<file path="config.mk">
export PLATFORM = sky130hd
export DESIGN_NAME = emp_port0_top
export DESIGN_NICKNAME = d
export VERILOG_FILES = /design/src/logic/emp_pkg.sv /design/src/logic/emp_port0_top.sv
export SDC_FILE = /design/constraint.sdc
export NUM_CORES = 1
export LEC_CHECK = 0
export BUFFER_PORTS_ARGS = -buffer_cell sky130_fd_sc_hd__buf_2
export CORE_MARGIN = 2
export CORE_UTILIZATION = 44
export CTS_CLUSTER_SIZE = 28
export DETAILED_ROUTE_END_ITERATION = 8
export MAX_ROUTING_LAYER = met4
export PLACE_DENSITY_LB_ADDON = 0.15
export SLEW_MARGIN = 15
export SYNTH_ARGS = -nofsm -noshare
export SYNTH_HDL_FRONTEND = slang
export SYNTH_SLANG_ARGS = --single-unit
</file>
<file path="constraint.sdc">
create_clock -name ref_clk -period 3.46 [get_ports ref_clk]
set_input_delay 0.346 -clock ref_clk [delete_from_list [all_inputs] [get_ports ref_clk]]
set_output_delay 0.346 -clock ref_clk [all_outputs]
set_load 0.01 [all_outputs]
</file>
<file path="src/logic/emp_pkg.sv">
// Package for the external memory strobes and Port 0 block.
// Assumes a single clock domain and the plain register port of the block.
package emp_pkg;

  // Register indices on the plain register port.
  localparam int EMP_ADDR_W = 4;
  localparam logic [3:0] REG_P0_MODE = 4'h0;
  localparam logic [3:0] REG_P0_DATA = 4'h1;
  localparam logic [3:0] REG_P3_MODE = 4'h2;
  localparam logic [3:0] REG_ADDR_LO = 4'h3;
  localparam logic [3:0] REG_ADDR_HI = 4'h4;
  localparam logic [3:0] REG_WDATA = 4'h5;
  localparam logic [3:0] REG_COMMAND = 4'h6;
  localparam logic [3:0] REG_STATUS = 4'h7;
  localparam logic [3:0] REG_RDATA = 4'h8;

  // Port 0 nibble modes, two bits per nibble in the Port 0 mode register.
  localparam logic [1:0] NIB_OUTPUT = 2'h0;
  localparam logic [1:0] NIB_INPUT = 2'h1;
  localparam logic [1:0] NIB_ADDRESS = 2'h2;
  localparam int P0M_LOW_LSB = 0;
  localparam int P0M_HIGH_LSB = 2;
  localparam logic [3:0] P0M_RESET = 4'h5;

  // Port 3 mode register fields.
  localparam int P3M_HANDSHAKE = 2;
  localparam int P3M_FLOAT_LO = 3;
  localparam int P3M_FLOAT_HI = 4;
  localparam logic [7:0] P3M_RESET = 8'h00;

  // Command register fields.
  localparam int CMD_WRITE = 0;
  localparam int CMD_CODE = 1;

  // Status register fields.
  localparam int ST_BUSY = 0;
  localparam int ST_ROMLESS = 1;
  localparam int ST_INTERNAL = 2;
  localparam int ST_HS_PEND = 3;

  // Strobe timing, in cycles of the 200 MHz reference clock.
  localparam int CLK_PERIOD_PS = 5000;
  localparam int DS_WIDTH_PS = 10000;
  localparam int DS_CYCLES_RAW = (DS_WIDTH_PS + CLK_PERIOD_PS - 1) / CLK_PERIOD_PS;
  localparam int DS_CYCLES = (DS_CYCLES_RAW < 1) ? 1 : DS_CYCLES_RAW;

  typedef enum logic [2:0] {
    EMP_IDLE,
    EMP_ADDR,
    EMP_HOLD,
    EMP_DATA,
    EMP_RECOVER
  } emp_state_t;

endpackage

</file>
<file path="src/logic/emp_port0_top.sv">
// External memory strobe sequencer with the configurable Port 0 and its handshake.
// Assumes synchronous pin inputs, one 200 MHz clock and a plain register port.
//
// Overview of operation
// The data strobe goes low exactly once per external transfer.
// Memory presents read data before the data strobe rises again.
// Write data is driven on the bus no later than the data strobe falls.
// The address strobe pulses once at the start of every machine cycle; the code pulses it only on external cycles, not for internal ROM fetches.
// Address on Ports 0 and 1 is valid when the address strobe rises.
// Read/write line is low during writes to external memory, high otherwise.
// Strap low forces every code fetch external; open or high uses internal ROM.
// Software sets Port 0 as nibble I/O or address output, push-pull drive.
// Nibble I/O use of Port 0 is chosen by writing the Port 0 mode register.
// In handshake mode Port 3 lines P32 and P35 carry valid strobe and ready.
// Handshake direction follows the upper nibble; lower nibble must match.
// Port 0 carries A11-A8 on the low nibble or A15-A8 on both nibbles.
// With 12-bit addressing the upper nibble stays usable as ordinary I/O.
// After hardware reset every Port 0 line is an input.
// Port 3 mode bits D4 and D3 float Port 0 address, Port 1 and strobes.
// A fitted Port 0 pull-up is off for each bit configured as output.
// Port 1 carries A7-A0 then D7-D0, framed by address and data strobes.
// Each access runs address strobe, release, data strobe, release, then ends.
module emp_port0_top
  import emp_pkg::*;
#(
  parameter int ROM_BYTES = 16384,
  parameter logic [7:0] PULLUP_FITTED = 8'hff
) (
  input wire logic ref_clk,
  input wire logic rst_n,
  input wire logic [EMP_ADDR_W-1:0] reg_addr,
  input wire logic [7:0] reg_wdata,
  input wire logic reg_wr,
  input wire logic reg_rd,
  output logic [7:0] reg_rdata,
  input wire logic rom_disable_strap_n,
  input wire logic [7:0] port0_in,
  output logic [7:0] port0_out,
  output logic [7:0] port0_oe,
  output logic [7:0] port0_pullup_en,
  input wire logic [7:0] port1_in,
  output logic [7:0] port1_out,
  output logic [7:0] port1_oe,
  output logic address_strobe_n,
  output logic address_strobe_oe,
  output logic transfer_strobe_n,
  output logic transfer_strobe_oe,
  output logic read_write,
  output logic read_write_oe,
  input wire logic hs_p32_in,
  output logic hs_p35_out
);

  // A limit beyond the 64K space has no meaning for a 16-bit fetch address.
  if (ROM_BYTES < 1 || ROM_BYTES > 65536) begin : g_rom_bytes_check
    $error("ROM_BYTES must lie between 1 and 65536.");
  end
  // The strobe width counter is three bits wide.
  if (DS_CYCLES < 1 || DS_CYCLES > 8) begin : g_ds_cycles_check
    $error("DS_CYCLES must lie between 1 and 8.");
  end

  localparam logic [16:0] ROM_LIMIT = 17'(ROM_BYTES);
  localparam logic [2:0] DS_LAST = 3'(DS_CYCLES - 1);

  logic rst_meta_n;
  logic rst_sync_n;
  logic strap_taken;
  logic romless;
  logic [3:0] p0_mode;
  logic [7:0] p0_data;
  logic [7:0] p3_mode;
  logic [7:0] ext_addr_lo;
  logic [7:0] ext_addr_hi;
  logic [7:0] ext_wdata;
  logic [7:0] ext_rdata;
  logic cyc_write;
  logic served_internal;
  emp_state_t state;
  logic [2:0] ds_count;
  logic hs_pending;
  logic hs_data_age;
  logic hs_strobe_prev;
  logic [7:0] hs_latched;

  logic [1:0] mode_lo;
  logic [1:0] mode_hi;
  logic float_bus;
  logic handshake_on;
  logic upper_is_output;
  logic start_cmd;
  logic fetch_internal;
  logic hs_dir_change;
  logic [7:0] next_p0_out;
  logic [7:0] next_p0_oe;

  assign mode_lo = p0_mode[P0M_LOW_LSB +: 2];
  assign mode_hi = p0_mode[P0M_HIGH_LSB +: 2];
  assign float_bus = p3_mode[P3M_FLOAT_HI] & p3_mode[P3M_FLOAT_LO];
  assign handshake_on = p3_mode[P3M_HANDSHAKE];
  assign upper_is_output = (mode_hi == NIB_OUTPUT);
  assign start_cmd = reg_wr && reg_addr == REG_COMMAND && state == EMP_IDLE;
  // Code below the ROM limit stays on chip unless the strap was caught low.
  assign fetch_internal = reg_wdata[CMD_CODE] && !reg_wdata[CMD_WRITE] && !romless
    && {1'b0, ext_addr_hi, ext_addr_lo} < ROM_LIMIT;
  // Software moving the upper nibble, and with it the handshake, to the other direction.
  assign hs_dir_change = reg_wr && reg_addr == REG_P0_MODE
    && ((reg_wdata[P0M_HIGH_LSB +: 2] == NIB_OUTPUT) != upper_is_output);

  // The reset pin is asynchronous; its release is retimed so all flops leave reset together.
  always_ff @(posedge ref_clk or negedge rst_n) begin
    if (!rst_n) begin
      rst_meta_n <= 1'b0;
      rst_sync_n <= 1'b0;
    end else begin
      rst_meta_n <= 1'b1;
      rst_sync_n <= rst_meta_n;
    end
  end

  // The strap is sampled once after reset release, never under the reset itself.
  always_ff @(posedge ref_clk or negedge rst_sync_n) begin
    if (!rst_sync_n) begin
      strap_taken <= 1'b0;
      romless <= 1'b0;
    end else if (!strap_taken) begin
      strap_taken <= 1'b1;
      romless <= !rom_disable_strap_n;
    end
  end

  // Configuration registers written by software.
  always_ff @(posedge ref_clk or negedge rst_sync_n) begin
    if (!rst_sync_n) begin
      p0_mode <= P0M_RESET;
      p3_mode <= P3M_RESET;
      p0_data <= 8'h00;
      ext_addr_lo <= 8'h00;
      ext_addr_hi <= 8'h00;
      ext_wdata <= 8'h00;
    end else if (reg_wr) begin
      unique case (reg_addr)
        REG_P0_MODE: p0_mode <= reg_wdata[3:0];
        REG_P3_MODE: p3_mode <= reg_wdata;
        REG_P0_DATA: p0_data <= reg_wdata;
        REG_ADDR_LO: ext_addr_lo <= reg_wdata;
        REG_ADDR_HI: ext_addr_hi <= reg_wdata;
        REG_WDATA: ext_wdata <= reg_wdata;
        default: ;
      endcase
    end
  end

  // External machine cycle: address phase, strobe release, data phase, recovery.
  // Address registers are not locked during a cycle; software waits for busy to clear.
  always_ff @(posedge ref_clk or negedge rst_sync_n) begin
    if (!rst_sync_n) begin
      state <= EMP_IDLE;
      ds_count <= 3'h0;
      cyc_write <= 1'b0;
      served_internal <= 1'b0;
      ext_rdata <= 8'h00;
      address_strobe_n <= 1'b1;
      transfer_strobe_n <= 1'b1;
      read_write <= 1'b1;
      port1_out <= 8'h00;
      port1_oe <= 8'h00;
    end else begin
      unique case (state)
        EMP_IDLE: begin
          if (start_cmd && fetch_internal) begin
            served_internal <= 1'b1;
          end else if (start_cmd) begin
            served_internal <= 1'b0;
            cyc_write <= reg_wdata[CMD_WRITE];
            state <= EMP_ADDR;
            address_strobe_n <= 1'b0;
            read_write <= !reg_wdata[CMD_WRITE];
            port1_out <= ext_addr_lo;
            port1_oe <= {8{!float_bus}};
          end
        end
        EMP_ADDR: begin
          state <= EMP_HOLD;
          address_strobe_n <= 1'b1;
        end
        EMP_HOLD: begin
          state <= EMP_DATA;
          ds_count <= DS_LAST;
          transfer_strobe_n <= 1'b0;
          port1_out <= ext_wdata;
          port1_oe <= {8{cyc_write && !float_bus}};
        end
        EMP_DATA: begin
          if (ds_count == 3'h0) begin
            state <= EMP_RECOVER;
            transfer_strobe_n <= 1'b1;
            // The last strobe edge is the latest point at which memory must drive its data.
            if (!cyc_write) begin
              ext_rdata <= port1_in;
            end
          end else begin
            ds_count <= ds_count - 3'h1;
          end
        end
        EMP_RECOVER: begin
          state <= EMP_IDLE;
          read_write <= 1'b1;
          port1_oe <= 8'h00;
        end
      endcase
      // Floating mid-cycle releases Port 1 at once, together with the strobes.
      if (float_bus) begin
        port1_oe <= 8'h00;
      end
    end
  end

  // Strobe and control drivers float with the bus.
  always_ff @(posedge ref_clk or negedge rst_sync_n) begin
    if (!rst_sync_n) begin
      address_strobe_oe <= 1'b1;
      transfer_strobe_oe <= 1'b1;
      read_write_oe <= 1'b1;
    end else begin
      address_strobe_oe <= !float_bus;
      transfer_strobe_oe <= !float_bus;
      read_write_oe <= !float_bus;
    end
  end

  // Port 0 handshake on P32 and P35. Input direction: P32 is the valid strobe in,
  // P35 the ready out. Output direction: P35 is the valid strobe out, P32 the ready in.
  always_ff @(posedge ref_clk or negedge rst_sync_n) begin
    if (!rst_sync_n) begin
      hs_pending <= 1'b0;
      hs_data_age <= 1'b0;
      hs_strobe_prev <= 1'b1;
      hs_latched <= 8'h00;
      hs_p35_out <= 1'b1;
    end else begin
      hs_strobe_prev <= hs_p32_in;
      if (!handshake_on || hs_dir_change) begin
        // A direction change drops a byte in flight rather than finish it the wrong way.
        hs_pending <= 1'b0;
        hs_data_age <= 1'b0;
        hs_p35_out <= 1'b1;
      end else if (upper_is_output) begin
        if (reg_wr && reg_addr == REG_P0_DATA) begin
          // A new byte restarts the strobe so it is never taken under an old ready.
          hs_pending <= 1'b1;
          hs_data_age <= 1'b0;
          hs_p35_out <= 1'b1;
        end else if (hs_pending && hs_p35_out && !hs_data_age) begin
          // The byte reaches the pins one cycle after the write; the strobe waits for it.
          hs_data_age <= 1'b1;
        end else if (hs_pending && hs_p35_out) begin
          hs_p35_out <= 1'b0;
        end else if (hs_pending && !hs_p32_in) begin
          hs_pending <= 1'b0;
          hs_p35_out <= 1'b1;
        end
      end else begin
        if (hs_strobe_prev && !hs_p32_in && !hs_pending) begin
          hs_latched <= port0_in;
          hs_pending <= 1'b1;
          hs_p35_out <= 1'b0;
        end else if (hs_pending && reg_rd && reg_addr == REG_P0_DATA) begin
          hs_pending <= 1'b0;
          hs_p35_out <= 1'b1;
        end
      end
    end
  end

  // Port 0 pin drive per nibble; an address nibble floats with the bus.
  always_comb begin
    next_p0_out = p0_data;
    next_p0_oe = 8'h00;
    unique case (mode_lo)
      NIB_OUTPUT: next_p0_oe[3:0] = 4'hf;
      NIB_ADDRESS: begin
        next_p0_out[3:0] = ext_addr_hi[3:0];
        next_p0_oe[3:0] = {4{!float_bus}};
      end
      default: next_p0_oe[3:0] = 4'h0;
    endcase
    unique case (mode_hi)
      NIB_OUTPUT: next_p0_oe[7:4] = 4'hf;
      NIB_ADDRESS: begin
        next_p0_out[7:4] = ext_addr_hi[7:4];
        next_p0_oe[7:4] = {4{!float_bus}};
      end
      default: next_p0_oe[7:4] = 4'h0;
    endcase
  end

  // Pull-ups follow the next drive, so a pin never pulls against its own output.
  always_ff @(posedge ref_clk or negedge rst_sync_n) begin
    if (!rst_sync_n) begin
      port0_out <= 8'h00;
      port0_oe <= 8'h00;
      port0_pullup_en <= PULLUP_FITTED;
    end else begin
      port0_out <= next_p0_out;
      port0_oe <= next_p0_oe;
      port0_pullup_en <= PULLUP_FITTED & ~next_p0_oe;
    end
  end

  // Read data stand in the cycle after the read strobe; unmapped reads return zero.
  always_ff @(posedge ref_clk or negedge rst_sync_n) begin
    if (!rst_sync_n) begin
      reg_rdata <= 8'h00;
    end else if (reg_rd) begin
      unique case (reg_addr)
        REG_P0_MODE: reg_rdata <= {4'h0, p0_mode};
        REG_P0_DATA: reg_rdata <= (handshake_on && !upper_is_output) ? hs_latched : port0_in;
        REG_P3_MODE: reg_rdata <= p3_mode;
        REG_ADDR_LO: reg_rdata <= ext_addr_lo;
        REG_ADDR_HI: reg_rdata <= ext_addr_hi;
        REG_WDATA: reg_rdata <= ext_wdata;
        REG_STATUS: begin
          reg_rdata <= 8'h00;
          reg_rdata[ST_BUSY] <= (state != EMP_IDLE);
          reg_rdata[ST_ROMLESS] <= romless;
          reg_rdata[ST_INTERNAL] <= served_internal;
          reg_rdata[ST_HS_PEND] <= hs_pending;
        end
        REG_RDATA: reg_rdata <= ext_rdata;
        default: reg_rdata <= 8'h00;
      endcase
    end else begin
      reg_rdata <= 8'h00;
    end
  end

endmodule

</file>
==> key figures <==
Route
  • Met1 wire length: 5.58 mm
  • Initial detailed-routing violation count: 146
  • DR pass1 iterations: 4
  • Final wirelength: 11.6 mm
  • Met3 routed WL: 572 µm
  • WL/cell: 18.3 µm
  • Via density: 5.40
  • Total vias in the final route: 3439
  • Top sig layer: met4
  • DRC errors left: 0
  • Post-route ant nets: 0
  • DR WL met2: 5.41 mm

STA
  • Setup TNS: 0 ns
  • Skew final: 0.00907 ns
  • Final min period: 2.32 ns
  • Max-Slew Margin vs Limit: 42.7%
  • Fmax: 430 MHz
  • Slew of the pin with the lowest slew margin: 0.860 ns
  • Max Slew Vio Count: 0
  • Count of final setup violators: 0
  • Final hold viol count: 0
  • Final Cycle Share: 67.2%
  • RSZ-0062 raised after global routing: false

Global route
  • Number of global-route vias before repair: 3356
  • Largest net degree at the start of global routing: 68
  • Remaining Overflow, GRT: 0
  • Antenna violations before repair: 0
  • Global-route wire length before repair: 18.9 mm
  • Tot GR Track Use: 20.1%

Cells and area
  • Utilization after layout: 51.0%
  • Most frequent cells in the layout: dfrtp_1, buf_2, mux2_2, nor2_1, nand2_1
  • Area Growth Syn to Fin: 13.2%
  • Post-Layout Cell Count: 637
  • Final net count: 525
  • Inserted Diodes: 0
  • Layout cells sized above 1: 41.5%
  • Most common cell after layout, fill and taps aside: dfrtp_1

Critical path
  • CP delay by family, top: simple AND/OR/NAND/NOR gates
  • Critical path origin: ds_count[0]
  • R2R Path Start: ds_count[0]
  • CP Cell Sequence: inv_1 > ha_1 > nor2b_1 > nand2_1 > nor3_2 > mux2_2
  • Buf+Inv Stages, Crit Path: 1
  • Critical Setup Path Class: flip-flop to flip-flop
  • Critical Path Slowest Stage Cell: nor3_2
  • Arrival time at the worst endpoint: 2.56 ns
  • CP max stage delay: 0.62 ns
  • Reg2Reg Setup Slack: 1.14 ns
  • Critical Path Sink Type: flip-flop
  • Setup crit start kind: flip-flop
  • Worst Path Max Fanout: 8
  • Req. time, crit path: 3.69 ns

Die
  • Core area: 11400 µm²
  • Die W: 112 µm
  • I/O pin total: 89
  • Die area: 12600 µm²
  • Site row count: 39
  • Initial Util: 45.1%
  • Die Ht: 112 µm

Clock network
  • Htree depth: 3
  • Worst-skew pair later-pin latency: 0.35 ns
  • Clock root buffer: clkbuf_16
  • CTS Buffer Depth: 2
  • Clk slew on worst S/H paths: 0.07 ns
  • Post CTS Setup Buffer Count: 0
  • CTS tree: built
  • CTS buffer count: 9
  • Clk sinks: 109

Synthesis
  • Post-synth top area cell: dfrtp_1
  • Syn. warnings: 0
  • Synthesis-stage register bit count: 109
  • Top-area cell type share of the netlist area: 48.2%
  • Async SR Flop Fraction: 100%
  • Avg Synthesized Cell Area: 12.1 µm²
  • Top FF cell, synth: dfrtp_1
  • Post-synthesis sequential area ratio: 53.3%
  • Synthesized instance count: 425
  • Post-synthesis instance area: 5140 µm²
  • Post-synth cell types: 53
  • Synth area leaders: dfrtp_1, mux2_2, dfstp_2
  • Post-synth EDFFs: 0

Placed design
  • Detail Placement HPWL: 8.47 mm
  • I/O Buffers: 88
  • Final Wtd Congestion: 0.892
  • Inst Count DP: 620

Hold path
  • Hold Crit Class: primary input to flip-flop
  • Hold wc startpoint: hs_p32_in

Job
  • Max capacitance violation total: 0

Pwr
  • Max IR drop VDD: 413 µV
  • PD cells: 700 nW/µm²
  • Leak: 2.61 nW

Status
  • Status: finished clean
worst reg2reg max path, delay by kind of cell (launching register included):
kind / cells / cell delay, ns
buffers and inverters: 1 / 0.09
adders and majority gates: 1 / 0.16
muxes: 1 / 0.41
and+or+nand+nor: 3 / 1.16
DFF: 1 / 0.39
routing by layer:
layer,vias up,global-route usage (%)
li1,1644,-
met1,1699,28.8
met2,89,28.7
met3,7,4.81
met4,0,5.61
met5,-,-
power breakdown:
part	total (W)	internal [W]	switching, W	leakage [nW]
Sequential	0.00196	0.00166	0.000299	1.33
Combinational	0.00110	0.000567	0.000530	1.14
Clock	0.00102	0.000579	0.000445	0.143
Total	0.00408	0.00280	0.00127	2.61
synth_stat cells, types with 9 or more instances:
cell	number
nor2_1	26
o21ai_0	15
a22oi_1	9
nand2_1	24
buf_4	23
a21oi_1	17
nor2b_1	11
clkbuf_1	12
dfrtp_1	99
mux2_2	77
mux2i_1	17
dfstp_2	10
kinds of logic (layout without fill, tap and decap cells):
| group | after synthesis | after routing | share of synthesized area (%) |
|---|---|---|---|
| flip-flops | 109 | 109 | 53.3 |
| buffers and inverters | 47 | 115 | 5.86 |
| multiplexers | 94 | 94 | 20.2 |
| adder cells (fa/ha/maj) | 2 | 2 | 0.486 |
| AO/OA/AOI/OAI | 79 | 79 | 10.7 |
| other | 1 | 2 | 0.0729 |
| XOR/XNOR | 1 | 1 | 0.170 |
| AND/OR/NAND/NOR | 92 | 92 | 9.31 |
per-stage QoR:
step                      setup slack (ns)  cell area, µm²  total power [W]  hold WS [ns]
after global placement                1.24            5520          0.00306         0.130
after global routing                 0.937            5820          0.00435         0.126
after floorplan                      0.216            5150          0.00280        0.0504
final                                 1.14            5820          0.00408         0.146
after CTS                             1.13            5820          0.00413         0.133
after detailed placement              1.14            5520          0.00309         0.133
final timing paths:
check                                 endpoint  cells after the start
worst max-delay path              ext_rdata[7]                      6
worst min-delay path            hs_strobe_prev                      1
worst max register to register    ext_rdata[7]                      6
worst min register to register      rst_sync_n                      0
max in group asynchronous         reg_rdata[7]                      1
min in group asynchronous           rst_sync_n                      2
timing repair:
item,in CTS,in global routing
gates resized for setup,0,0
hold endpoints to repair,2,0
hold buffers,1,0
registers in the layout (all words and copies together) (netlist names), 2 cells and up:
register	count
port0_out	8
port1_out	8
ds_count	3
hs_latched	8
state	3
port0_oe	2
p0_mode	4
ext_addr_lo	8
p3_mode	8
p0_data	8
reg_rdata	8
ext_rdata	8
ext_wdata	8
ext_addr_hi	8
port0_pullup_en	2
cell type report:
type | instances | area [µm²]
Inverter | 7 | 26.3
Sequential cell | 109 | 2740
Multi-Input combinational cell | 270 | 2110
Fill cell | 1033 | 5600
Tap cell | 143 | 179
Timing Repair Buffer | 92 | 473
Clock inverter | 4 | 47.5
Clock buffer | 12 | 246
(Power assumes the default switching activity.)
